$ cat config.mk
export PLATFORM = sky130hd
export DESIGN_NAME = sip_top
export DESIGN_NICKNAME = d
export VERILOG_FILES = /design/src/sip_pkg.sv /design/src/sip_top.sv
export SDC_FILE = /design/constraint.sdc
export NUM_CORES = 1
export LEC_CHECK = 0
export BUFFER_PORTS_ARGS = -buffer_cell sky130_fd_sc_hd__buf_2
export CORE_ASPECT_RATIO = 2
export CORE_MARGIN = 4
export CORE_UTILIZATION = 45
export CTS_CLUSTER_DIAMETER = 120
export DETAILED_ROUTE_END_ITERATION = 10
export PLACE_DENSITY_LB_ADDON = 0.12
export SLEW_MARGIN = 20
export SYNTH_ARGS = -nofsm -noshare
export SYNTH_HDL_FRONTEND = slang
export SYNTH_SLANG_ARGS = --single-unit
$ cat constraint.sdc
create_clock -name mclk -period 3.15 [get_ports mclk]
set_input_delay 0 -clock mclk [delete_from_list [all_inputs] [get_ports mclk]]
set_output_delay 0 -clock mclk [all_outputs]
set_load 0.005 [all_outputs]
$ cat src/sip_pkg.sv
package sip_pkg;

  // Register port
  localparam int ADDR_W = 8;
  localparam int DATA_W = 32;
  localparam logic [7:0] REG_CTRL = 8'h00;
  localparam logic [7:0] REG_SAFETY = 8'h04;
  localparam logic [7:0] REG_IN_WORD = 8'h08;
  localparam logic [7:0] REG_OUT_WORD = 8'h0C;
  localparam logic [7:0] REG_OUT_SEL = 8'h10;
  localparam logic [7:0] REG_BUS_CMD = 8'h14;
  localparam logic [7:0] REG_STATUS = 8'h18;
  localparam logic [7:0] REG_STRAP = 8'h1C;

  // Interface modes
  typedef enum logic [1:0] {
    SIP_MODE_STRAP = 2'h0,
    SIP_MODE_FREE = 2'h1,
    SIP_MODE_FIXED = 2'h2
  } sip_mode_t;
  localparam logic [1:0] SIP_MODE_ILLEGAL = 2'h3;

  // Startup sequencer
  typedef enum logic [2:0] {
    SIP_ST_SETTLE = 3'b001,
    SIP_ST_SAMPLE = 3'b010,
    SIP_ST_RUN = 3'b100
  } sip_state_t;
  localparam logic [1:0] SETTLE_CYC = 2'h2;

  // Baud and profile codes
  localparam logic [2:0] CAN_BAUD_MAX = 3'h5;
  localparam logic [2:0] RS485_BAUD_MAX = 3'h3;
  localparam logic [1:0] PROF_PLAIN = 2'h0;
  localparam logic [1:0] PROF_OPEN = 2'h1;
  localparam logic [1:0] PROF_DNET = 2'h2;

  // Safety input indices and reset values
  localparam int SAFE_POSITIVE_TRAVEL_LIMIT = 0;
  localparam int SAFE_NEGATIVE_TRAVEL_LIMIT = 1;
  localparam int SAFE_STOP = 2;
  localparam int SAFE_REF = 3;
  localparam logic [3:0] SAFE_EN_RST = 4'h7;
  localparam logic [3:0] SAFE_POL_RST = 4'h0;

  // Input and output words
  localparam int OUT_N = 5;
  localparam int IN_N = 14;
  localparam logic [4:0] OUT_WORD_RST = 5'h00;
  localparam logic [4:0] OUT_SEL_RST = 5'h00;

  // Timing
  localparam int CLK_PERIOD_NS = 10;
  localparam int OUT_HOLD_NS = 500000;
  localparam int OUT_HOLD_CYC = (OUT_HOLD_NS + CLK_PERIOD_NS - 1) /
                                CLK_PERIOD_NS;
  localparam int SLOW_DIV_CYC = 16;

  typedef struct packed {
    logic bus_can;
    logic prof_hi;
    logic prof_lo;
    logic qstop;
    logic lim_n;
    logic lim_p;
    logic ref_sw;
    logic adr64;
    logic cap_b;
    logic cap_a;
    logic [2:0] baud;
    logic [5:0] adr;
  } sip_pins_t;

  typedef struct packed {
    logic [3:0] pol;
    logic [3:0] en;
  } sip_safety_t;

  typedef struct packed {
    logic teach;
    logic fclr;
    logic enable;
    logic auto_sel;
    logic fast;
    logic jog_n;
    logic jog_p;
  } sip_bus_cmd_t;

  typedef struct packed {
    logic fb_active;
    logic baud_err;
    logic ref_act;
    logic abort;
    logic fault;
    logic finished;
    logic auto_ack;
  } sip_status_t;

  typedef struct packed {
    logic sampled;
    logic can;
    logic [1:0] profile;
    logic [2:0] baud;
    logic [6:0] addr;
  } sip_strap_t;

  typedef struct packed {
    logic jog_pos;
    logic jog_neg;
    logic jog_fast;
    logic auto_mode;
    logic amp_enable;
    logic fault_clear;
    logic teach_store;
    logic motion_abort;
    logic ref_active;
    logic capture_a;
    logic capture_b;
    logic capture_fast;
    logic [5:0] list_sel;
  } sip_motion_t;

  typedef struct packed {
    logic motion_end;
    logic motion_fault;
    logic motion_info;
    logic drive_ready;
  } sip_core_t;

endpackage

$ cat src/sip_top.sv
// The plain strobed port and the address map are this design's own decisions.
`timescale 1ns/1ps
// Summary of operation
// - Mode 0 samples straps at power-up
// - Seven straps give binary station address 0-127
// - Decode baud code per fitted bus
// - Reserved baud blocks fieldbus, flags error
// - Two profile straps select bus profile
// - Mode 1 lets bus assign general I/O
// - Input word readable, output word drives pins
// - Mode 2 gives pins fixed functions
// - Jog pins move motor, speed select
// - Auto pin selects mode, confirm output
// - Enable pin switches power amplifier
// - Fault clear and teach store inputs
// - Fast capture sampling only in mode 0
// - Limits or quick-stop abort motion immediately
// - Safety inputs configurable, default active low
// - Reference switch disabled by default
// - Outputs hold each level 0.5 ms
// - Bus data carries manual and auto functions
// - Finished and fault outputs in mode 2
module sip_top #(
  parameter int HOLD_CYC = sip_pkg::OUT_HOLD_CYC,
  parameter int SLOW_DIV = sip_pkg::SLOW_DIV_CYC,
  parameter logic [1:0] IO_MODE_RST = 2'h0
) (
  // Clock and reset
  input wire logic mclk,
  input wire logic nrst,
  // Register port
  input wire logic [sip_pkg::ADDR_W-1:0] reg_addr,
  input wire logic [sip_pkg::DATA_W-1:0] reg_wdata,
  input wire logic reg_we,
  input wire logic reg_re,
  output logic [sip_pkg::DATA_W-1:0] reg_rdata,
  // Signal interface pins
  input wire sip_pkg::sip_pins_t pins_in,
  output logic [sip_pkg::OUT_N-1:0] q_pins,
  // Motion core
  input wire sip_pkg::sip_core_t core_in,
  output sip_pkg::sip_motion_t motion_out,
  output sip_pkg::sip_strap_t strap_out,
  output logic fieldbus_active,
  output logic fieldbus_cfg_error
);
  import sip_pkg::*;

  localparam int HCW = 17;
  localparam int SCW = 8;
  localparam logic [HCW-1:0] HOLD_LOAD = HCW'(HOLD_CYC);
  localparam logic [SCW-1:0] SLOW_LAST = SCW'(SLOW_DIV - 1);

  // Pin synchroniser
  sip_pins_t pins_m_q, pins_s_q, pins_p_q;
  always_ff @(posedge mclk or negedge nrst) begin
    if (!nrst) begin
      pins_m_q <= '0;
      pins_s_q <= '0;
      pins_p_q <= '0;
    end else begin
      pins_m_q <= pins_in;
      pins_s_q <= pins_m_q;
      pins_p_q <= pins_s_q;
    end
  end

  // Registers
  logic [1:0] mode_q;
  sip_safety_t safety_q;
  logic [OUT_N-1:0] out_word_q, out_sel_q;
  sip_bus_cmd_t bus_cmd_q;
  logic bus_fclr_q, bus_teach_q;
  sip_strap_t strap_q;
  sip_state_t state_q;
  logic [1:0] settle_q;
  logic fault_q;
  logic [DATA_W-1:0] rdata_q;
  sip_motion_t motion_q;
  logic [SCW-1:0] slow_cnt_q;
  logic cap_a_slow_q, cap_b_slow_q;

  wire logic wr_ctrl = reg_we && (reg_addr == REG_CTRL);
  wire logic wr_safety = reg_we && (reg_addr == REG_SAFETY);
  wire logic wr_out_word = reg_we && (reg_addr == REG_OUT_WORD);
  wire logic wr_out_sel = reg_we && (reg_addr == REG_OUT_SEL);
  wire logic wr_bus_cmd = reg_we && (reg_addr == REG_BUS_CMD);
  wire sip_bus_cmd_t wr_cmd = sip_bus_cmd_t'(reg_wdata[6:0]);
  wire logic mode_ok = reg_wdata[1:0] != SIP_MODE_ILLEGAL;

  wire logic is_fixed = mode_q == SIP_MODE_FIXED;
  wire logic is_free = mode_q == SIP_MODE_FREE;
  wire logic is_strap = mode_q == SIP_MODE_STRAP;

  always_ff @(posedge mclk or negedge nrst) begin
    if (!nrst) begin
      mode_q <= IO_MODE_RST;
      safety_q <= {SAFE_POL_RST, SAFE_EN_RST};
      out_word_q <= OUT_WORD_RST;
      out_sel_q <= OUT_SEL_RST;
      bus_cmd_q <= '0;
      bus_fclr_q <= 1'b0;
      bus_teach_q <= 1'b0;
    end else begin
      if (wr_ctrl && mode_ok)
        mode_q <= reg_wdata[1:0];
      if (wr_safety)
        safety_q <= sip_safety_t'(reg_wdata[7:0]);
      if (wr_out_word)
        out_word_q <= reg_wdata[OUT_N-1:0];
      if (wr_out_sel)
        out_sel_q <= reg_wdata[OUT_N-1:0];
      if (wr_bus_cmd)
        bus_cmd_q <= wr_cmd;
      bus_fclr_q <= wr_bus_cmd && wr_cmd.fclr;
      bus_teach_q <= wr_bus_cmd && wr_cmd.teach;
    end
  end

  // Power-up strap capture: let the synchroniser fill, sample once
  wire logic baud_bad = pins_s_q.bus_can ?
      (pins_s_q.baud > CAN_BAUD_MAX) :
      (pins_s_q.baud > RS485_BAUD_MAX);
  always_ff @(posedge mclk or negedge nrst) begin
    if (!nrst) begin
      state_q <= SIP_ST_SETTLE;
      settle_q <= '0;
      strap_q <= '0;
    end else begin
      unique case (state_q)
        SIP_ST_SETTLE: begin
          settle_q <= settle_q + 2'h1;
          if (settle_q == SETTLE_CYC)
            state_q <= SIP_ST_SAMPLE;
        end
        SIP_ST_SAMPLE: begin
          state_q <= SIP_ST_RUN;
          if (is_strap) begin
            strap_q.addr <= {pins_s_q.adr64, pins_s_q.adr};
            strap_q.baud <= pins_s_q.baud;
            strap_q.profile <= {pins_s_q.prof_hi, pins_s_q.prof_lo};
            strap_q.can <= pins_s_q.bus_can;
            strap_q.sampled <= 1'b1;
          end
        end
        SIP_ST_RUN: begin
          state_q <= SIP_ST_RUN;
        end
      endcase
    end
  end

  wire logic strap_baud_bad = strap_q.can ?
      (strap_q.baud > CAN_BAUD_MAX) :
      (strap_q.baud > RS485_BAUD_MAX);
  wire logic strap_prof_bad = strap_q.can &&
      (strap_q.profile > PROF_DNET);
  wire logic cfg_err = strap_q.sampled &&
      (strap_baud_bad || strap_prof_bad);
  wire logic fb_on = strap_q.sampled && !cfg_err;

  // Safety inputs: active when enabled and level equals polarity
  wire logic [3:0] safe_raw = {pins_s_q.ref_sw, pins_s_q.qstop,
                               pins_s_q.lim_n, pins_s_q.lim_p};
  wire logic [3:0] safe_act = safety_q.en &
                              ~(safe_raw ^ safety_q.pol);
  wire logic abort = safe_act[SAFE_POSITIVE_TRAVEL_LIMIT] || safe_act[SAFE_NEGATIVE_TRAVEL_LIMIT] ||
                     safe_act[SAFE_STOP];

  // Command sources: pins in fixed mode, bus data otherwise
  wire logic src_jog_p = is_fixed ? pins_s_q.baud[0] : bus_cmd_q.jog_p;
  wire logic src_jog_n = is_fixed ? pins_s_q.baud[1] : bus_cmd_q.jog_n;
  wire logic src_fast = is_fixed ? pins_s_q.baud[2] : bus_cmd_q.fast;
  wire logic src_auto = is_fixed ? pins_s_q.prof_hi : bus_cmd_q.auto_sel;
  wire logic src_en = is_fixed ? pins_s_q.prof_lo : bus_cmd_q.enable;
  wire logic fclr_rise = pins_s_q.cap_a && !pins_p_q.cap_a;
  wire logic teach_rise = pins_s_q.adr64 && !pins_p_q.adr64;
  wire logic src_fclr = is_fixed ? fclr_rise : bus_fclr_q;
  wire logic src_teach = is_fixed ? teach_rise : bus_teach_q;

  // Capture inputs: every cycle in mode 0, divided sampling in mode 1, and for B only in mode 2
  wire logic slow_tick = slow_cnt_q == SLOW_LAST;
  always_ff @(posedge mclk or negedge nrst) begin
    if (!nrst) begin
      slow_cnt_q <= '0;
      cap_a_slow_q <= 1'b0;
      cap_b_slow_q <= 1'b0;
    end else begin
      slow_cnt_q <= slow_tick ? '0 : slow_cnt_q + 8'h01;
      if (slow_tick) begin
        cap_a_slow_q <= pins_s_q.cap_a;
        cap_b_slow_q <= pins_s_q.cap_b;
      end
    end
  end
  wire logic cap_a_v = is_strap ? pins_s_q.cap_a : cap_a_slow_q;
  wire logic cap_b_v = is_strap ? pins_s_q.cap_b : cap_b_slow_q;

  sip_motion_t motion_d;
  always_comb begin
    motion_d = '0;
    motion_d.jog_pos = src_jog_p && !abort;
    motion_d.jog_neg = src_jog_n && !abort;
    motion_d.jog_fast = src_fast;
    motion_d.auto_mode = src_auto;
    motion_d.amp_enable = src_en;
    motion_d.fault_clear = src_fclr;
    motion_d.teach_store = src_teach;
    motion_d.motion_abort = abort;
    motion_d.ref_active = safe_act[SAFE_REF];
    motion_d.capture_a = is_fixed ? 1'b0 : cap_a_v;
    motion_d.capture_b = cap_b_v;
    motion_d.capture_fast = is_strap;
    motion_d.list_sel = is_fixed ? pins_s_q.adr : 6'h00;
  end

  // Fault indication: a new fault wins over a clear
  always_ff @(posedge mclk or negedge nrst) begin
    if (!nrst) begin
      motion_q <= '0;
      fault_q <= 1'b0;
    end else begin
      motion_q <= motion_d;
      if (core_in.motion_fault)
        fault_q <= 1'b1;
      else if (src_fclr)
        fault_q <= 1'b0;
    end
  end

  // Output pins: fixed functions or output word, with minimum hold
  wire logic [OUT_N-1:0] fixed_fn = {core_in.drive_ready, fault_q,
                                     core_in.motion_end,
                                     core_in.motion_info,
                                     motion_q.auto_mode};
  wire logic [OUT_N-1:0] free_fn = (out_sel_q & fixed_fn) |
                                   (~out_sel_q & out_word_q);
  wire logic [OUT_N-1:0] q_target = is_fixed ? fixed_fn : free_fn;
  logic [OUT_N-1:0] q_out_q;
  logic [HCW-1:0] hold_q [OUT_N];

  genvar gi;
  generate
    for (gi = 0; gi < OUT_N; gi++) begin : g_out
      wire logic may_change = hold_q[gi] == '0;
      always_ff @(posedge mclk or negedge nrst) begin
        if (!nrst) begin
          q_out_q[gi] <= 1'b0;
          hold_q[gi] <= '0;
        end else if (may_change && (q_target[gi] != q_out_q[gi])) begin
          q_out_q[gi] <= q_target[gi];
          hold_q[gi] <= HOLD_LOAD;
        end else if (!may_change) begin
          hold_q[gi] <= hold_q[gi] - 17'h00001;
        end
      end

    end
  endgenerate

  // Read path
  wire sip_status_t status = '{fb_active: fb_on, baud_err: cfg_err,
                               ref_act: motion_q.ref_active,
                               abort: motion_q.motion_abort,
                               fault: fault_q,
                               finished: q_out_q[2],
                               auto_ack: q_out_q[0]};
  wire logic [IN_N-1:0] in_word = {pins_s_q.adr, pins_s_q.adr64,
                                   pins_s_q.cap_b, pins_s_q.cap_a,
                                   pins_s_q.prof_hi, pins_s_q.prof_lo,
                                   pins_s_q.baud};
  wire logic [DATA_W-1:0] rd_sel =
      (reg_addr == REG_CTRL) ? {30'h0, mode_q} :
      (reg_addr == REG_SAFETY) ? {24'h0, safety_q} :
      (reg_addr == REG_IN_WORD) ? {18'h0, in_word} :
      (reg_addr == REG_OUT_WORD) ? {27'h0, out_word_q} :
      (reg_addr == REG_OUT_SEL) ? {27'h0, out_sel_q} :
      (reg_addr == REG_BUS_CMD) ? {25'h0, 2'h0, bus_cmd_q[4:0]} :
      (reg_addr == REG_STATUS) ? {25'h0, status} :
      (reg_addr == REG_STRAP) ? {18'h0, strap_q} :
      32'h0;
  always_ff @(posedge mclk or negedge nrst) begin
    if (!nrst)
      rdata_q <= '0;
    else if (reg_re)
      rdata_q <= rd_sel;
  end

  assign reg_rdata = rdata_q;
  assign q_pins = q_out_q;
  assign motion_out = motion_q;
  assign strap_out = strap_q;
  assign fieldbus_active = fb_on;
  assign fieldbus_cfg_error = cfg_err;
endmodule

==> metrics.cfg <==
[place]
place_ws_ns=0.6427
portBuffers=95
place.gp.congestion=0.8033
placed_area_sq_mm=0.01034
post-dp-hpwl_mm=16.31
dp.cells=1209

[global_routing]
track_usage_pct=19.04
grt_max_degree=90
gr-total-overflow=0
first_global_vias=6987
grt_first_pass_wirelength_mm=36.88
antenna_found_initial=0

[logic_synthesis]
ys_seq_area_share_pct=57.20
synth_edf_count=0
synth_area_sq_mm=0.009589
ys.warnings.count=0
ys.flop_type=dfrtp_1
syn_inst=861
yosysUniqueCellTypes=72
ys_seq_elements=219
yosysMostFrequentCell=dfrtp_1
synth_top_area_share_pct=56.11
avgSynthCellArea_sq_um=11.14
synth_commonest_cells=dfrtp_1, nand2_1, nor2_1
synth_area_leaders=dfrtp_1, mux2_2, nand2_1
synthArstFlopShare_pct=100.0
synth_area_leader_cell=dfrtp_1

[cts]
post_cts_resized=0
path_clk_slew_ns=0.06
numCtsBuffers=21
worstSkewPairLatency_ns=0.50
cts_max_path_buffers=3
clock-root-buffer=clkbuf_16
clock_sinks=219
cts_tree=yes
h-tree-depth=1

[sta]
maxSlewHeadroom_pct=39.08
final-setup-viol-count=0
hold_viol_final=0
slew_violations=0
finalSetupTns_ns=0
period_share_pct=79.58
fin_skew_ns=0.009438
setup_ws_ns=0.6433
tightestPinTransition_ns=0.9011
fin_crit_ns=2.507
timing.fmax_mhz=398.9
grt_setup_unrepaired=no

[critical_path]
crit_path_max_incr_delay_ns=0.64
criticalPathCategory=reg2reg
cp.arrival_ns=2.88
path_max_fanout=9
path_cells=inv_1 -> ha_1 -> or4b_2 -> nand2b_4 -> nor4_4 -> nor3_1 -> xor2_1
end_kind=flip-flop
path_buf_inv=1
worstPathRequired_ns=3.52
cp-start-kind=flip-flop
critical_path.slowest_cell=or4b_2
crit_family=simple AND/OR/NAND/NOR gates

[routing]
drt-initial-drc-count=397
wl_met3_um=873
m1WireLength_mm=8.415
drc=0
wl_met2_mm=12.27
wl_per_cell_um=17.53
dr.pass1.iters=4
top_layer=met4
drtAntennaViolNets=0
vias_per_cell=5.297
drt_wl_total_mm=22.46
dr_total_vias=6786

[power_and_ir_drop]
p_leak_nw=5.198
peakVddDrop_v=0.0004474
p_per_area_mw_per_mm2=594.8

[layout]
finalNonFillerCells=1281
drive_above_1_share_pct=21.54
nets=1072
final_cell_area_sq_mm=0.01138
diodes=0
area_growth_syn_to_layout_pct=18.66

[min_path]
hold_path_class=in2reg

[floorplan]
row_count=75
coreArea_sq_mm=0.02102
die_area_sq_mm=0.02385
ios=138
dieWidth_um=111.2
start_util_pct=45.62
die_h_um=214.4

[outcome]
status=completed

[job]
drv_cap=0

==> cells in the final DEF, fill, tap and decap left out, drive strengths merged, types with 5 or more instances in the layout <==
master,netlist,routed
buf,23,104
a22oi,7,7
nand2,90,90
a211oi,6,6
clkinv,0,6
a21o,6,6
dfrtp,215,215
clkbuf,19,27
nor2,60,60
mux2,43,43
o31a,5,5
nor2b,11,11
nor3,29,29
o21ai,41,41
o31ai,6,6
or4,9,9
mux2i,11,11
and2,14,14
nand4,5,5
or3,16,16
nor3b,6,6
xor2,17,17
nand3b,5,5
ha,7,7
a21oi,29,29
or2,12,12
nand2b,17,17
inv,26,28
o32ai,5,5
conb,1,18
nand3,16,16
nor4,17,17
xnor2,26,26
o22ai,9,9
dlygate4sd3,0,35
nor4b,5,5
==> worst reg2reg max path, cell delays in order (launching register included) <==
cell	delay (ns)
dfrtp_1	0.38
inv_1	0.09
ha_1	0.21
or4b_2	0.64
nand2b_4	0.20
nor4_4	0.55
nor3_1	0.12
xor2_1	0.17
==> report_power, final <==
part | internal, mW | total [mW] | switching [mW] | leakage, nW
logic | 0.411 | 0.840 | 0.430 | 2.12
clock network | 1.47 | 2.56 | 1.09 | 0.345
registers | 3.09 | 3.37 | 0.282 | 2.73
==> final cells by class <==
cell class | instances | area, sq um
clock inverters | 10 | 111.4
clock buffers | 27 | 578.1
flip-flops and latches | 219 | 5485
well taps | 269 | 336.6
multi-input cells | 591 | 3841
inverters | 26 | 97.59
fillers | 1913 | 9642
repair buffers | 139 | 928.4
==> stage by stage <==
step	utilization (%)	hold WS [ns]	power, mW
floorplan	-	-0.2956	3.924
global placement	49.18	0.07238	4.210
detailed placement	49.18	0.06909	4.241
CTS	54.13	0.01818	6.865
global route	54.13	0.06703	7.134
finish	54.13	0.04168	6.767
==> metal layers <==
metal | vias up | global-route usage [%]
li1 | 3272 | -
met3 | 49 | 2.768
met5 | - | 0
met1 | 3335 | 21.55
met2 | 130 | 35.37
met4 | 0 | 7.795
==> flip-flops by register name, indices dropped and copies added, names as in the netlist, 2 cells and up <==
name        flops
safety_q        8
strap_out      14
out_word_q      5
hold_q         85
mode_q          2
pins_s_q        5
in_word        14
settle_q        2
q_pins          5
out_sel_q       5
reg_rdata      14
slow_cnt_q      8
pins_p_q        2
pins_m_q       19
bus_cmd_q       5
state_q         3
motion_out     18
==> worst paths after layout <==
check                                             from                        to  slack [ns]  cells past startpoint
worst max-delay path            hold_q[34]$_DFFE_PN0P_    hold_q[42]$_DFFE_PN0P_        0.64                      7
worst max register to register  hold_q[34]$_DFFE_PN0P_    hold_q[42]$_DFFE_PN0P_        0.64                      7
worst min register to register  pins_m_q[11]$_DFF_PN0_      in_word[7]$_DFF_PN0_        0.35                      0
max in group asynchronous                         nrst   safety_q[0]$_DFFE_PN1P_        2.16                      3
min in group asynchronous                         nrst    hold_q[30]$_DFFE_PN0P_        0.07                      2
worst min-delay path                       reg_addr[5]  reg_rdata[6]$_DFFE_PN0P_        0.04                      5
==> cell families (layout without fill, tap and decap cells) <==
logic type	after synthesis	in the layout	synth area share, %
xor gates and xnor gates	43	43	3.927
muxes	56	56	6.707
adders and majority gates	7	7	0.9133
other	1	18	0.03911
DFF	219	219	57.20
AOI/OAI and AO/OA	142	142	9.734
buffers and inverters	68	202	3.432
and+or+nand+nor	325	325	18.05
==> what timing repair did <==
item	in CTS	in global routing
endpoints found under the hold margin	151	0
buffers inserted	0	0
hold buffers	35	0
No activity file was read; power rests on OpenSTA's default activity.
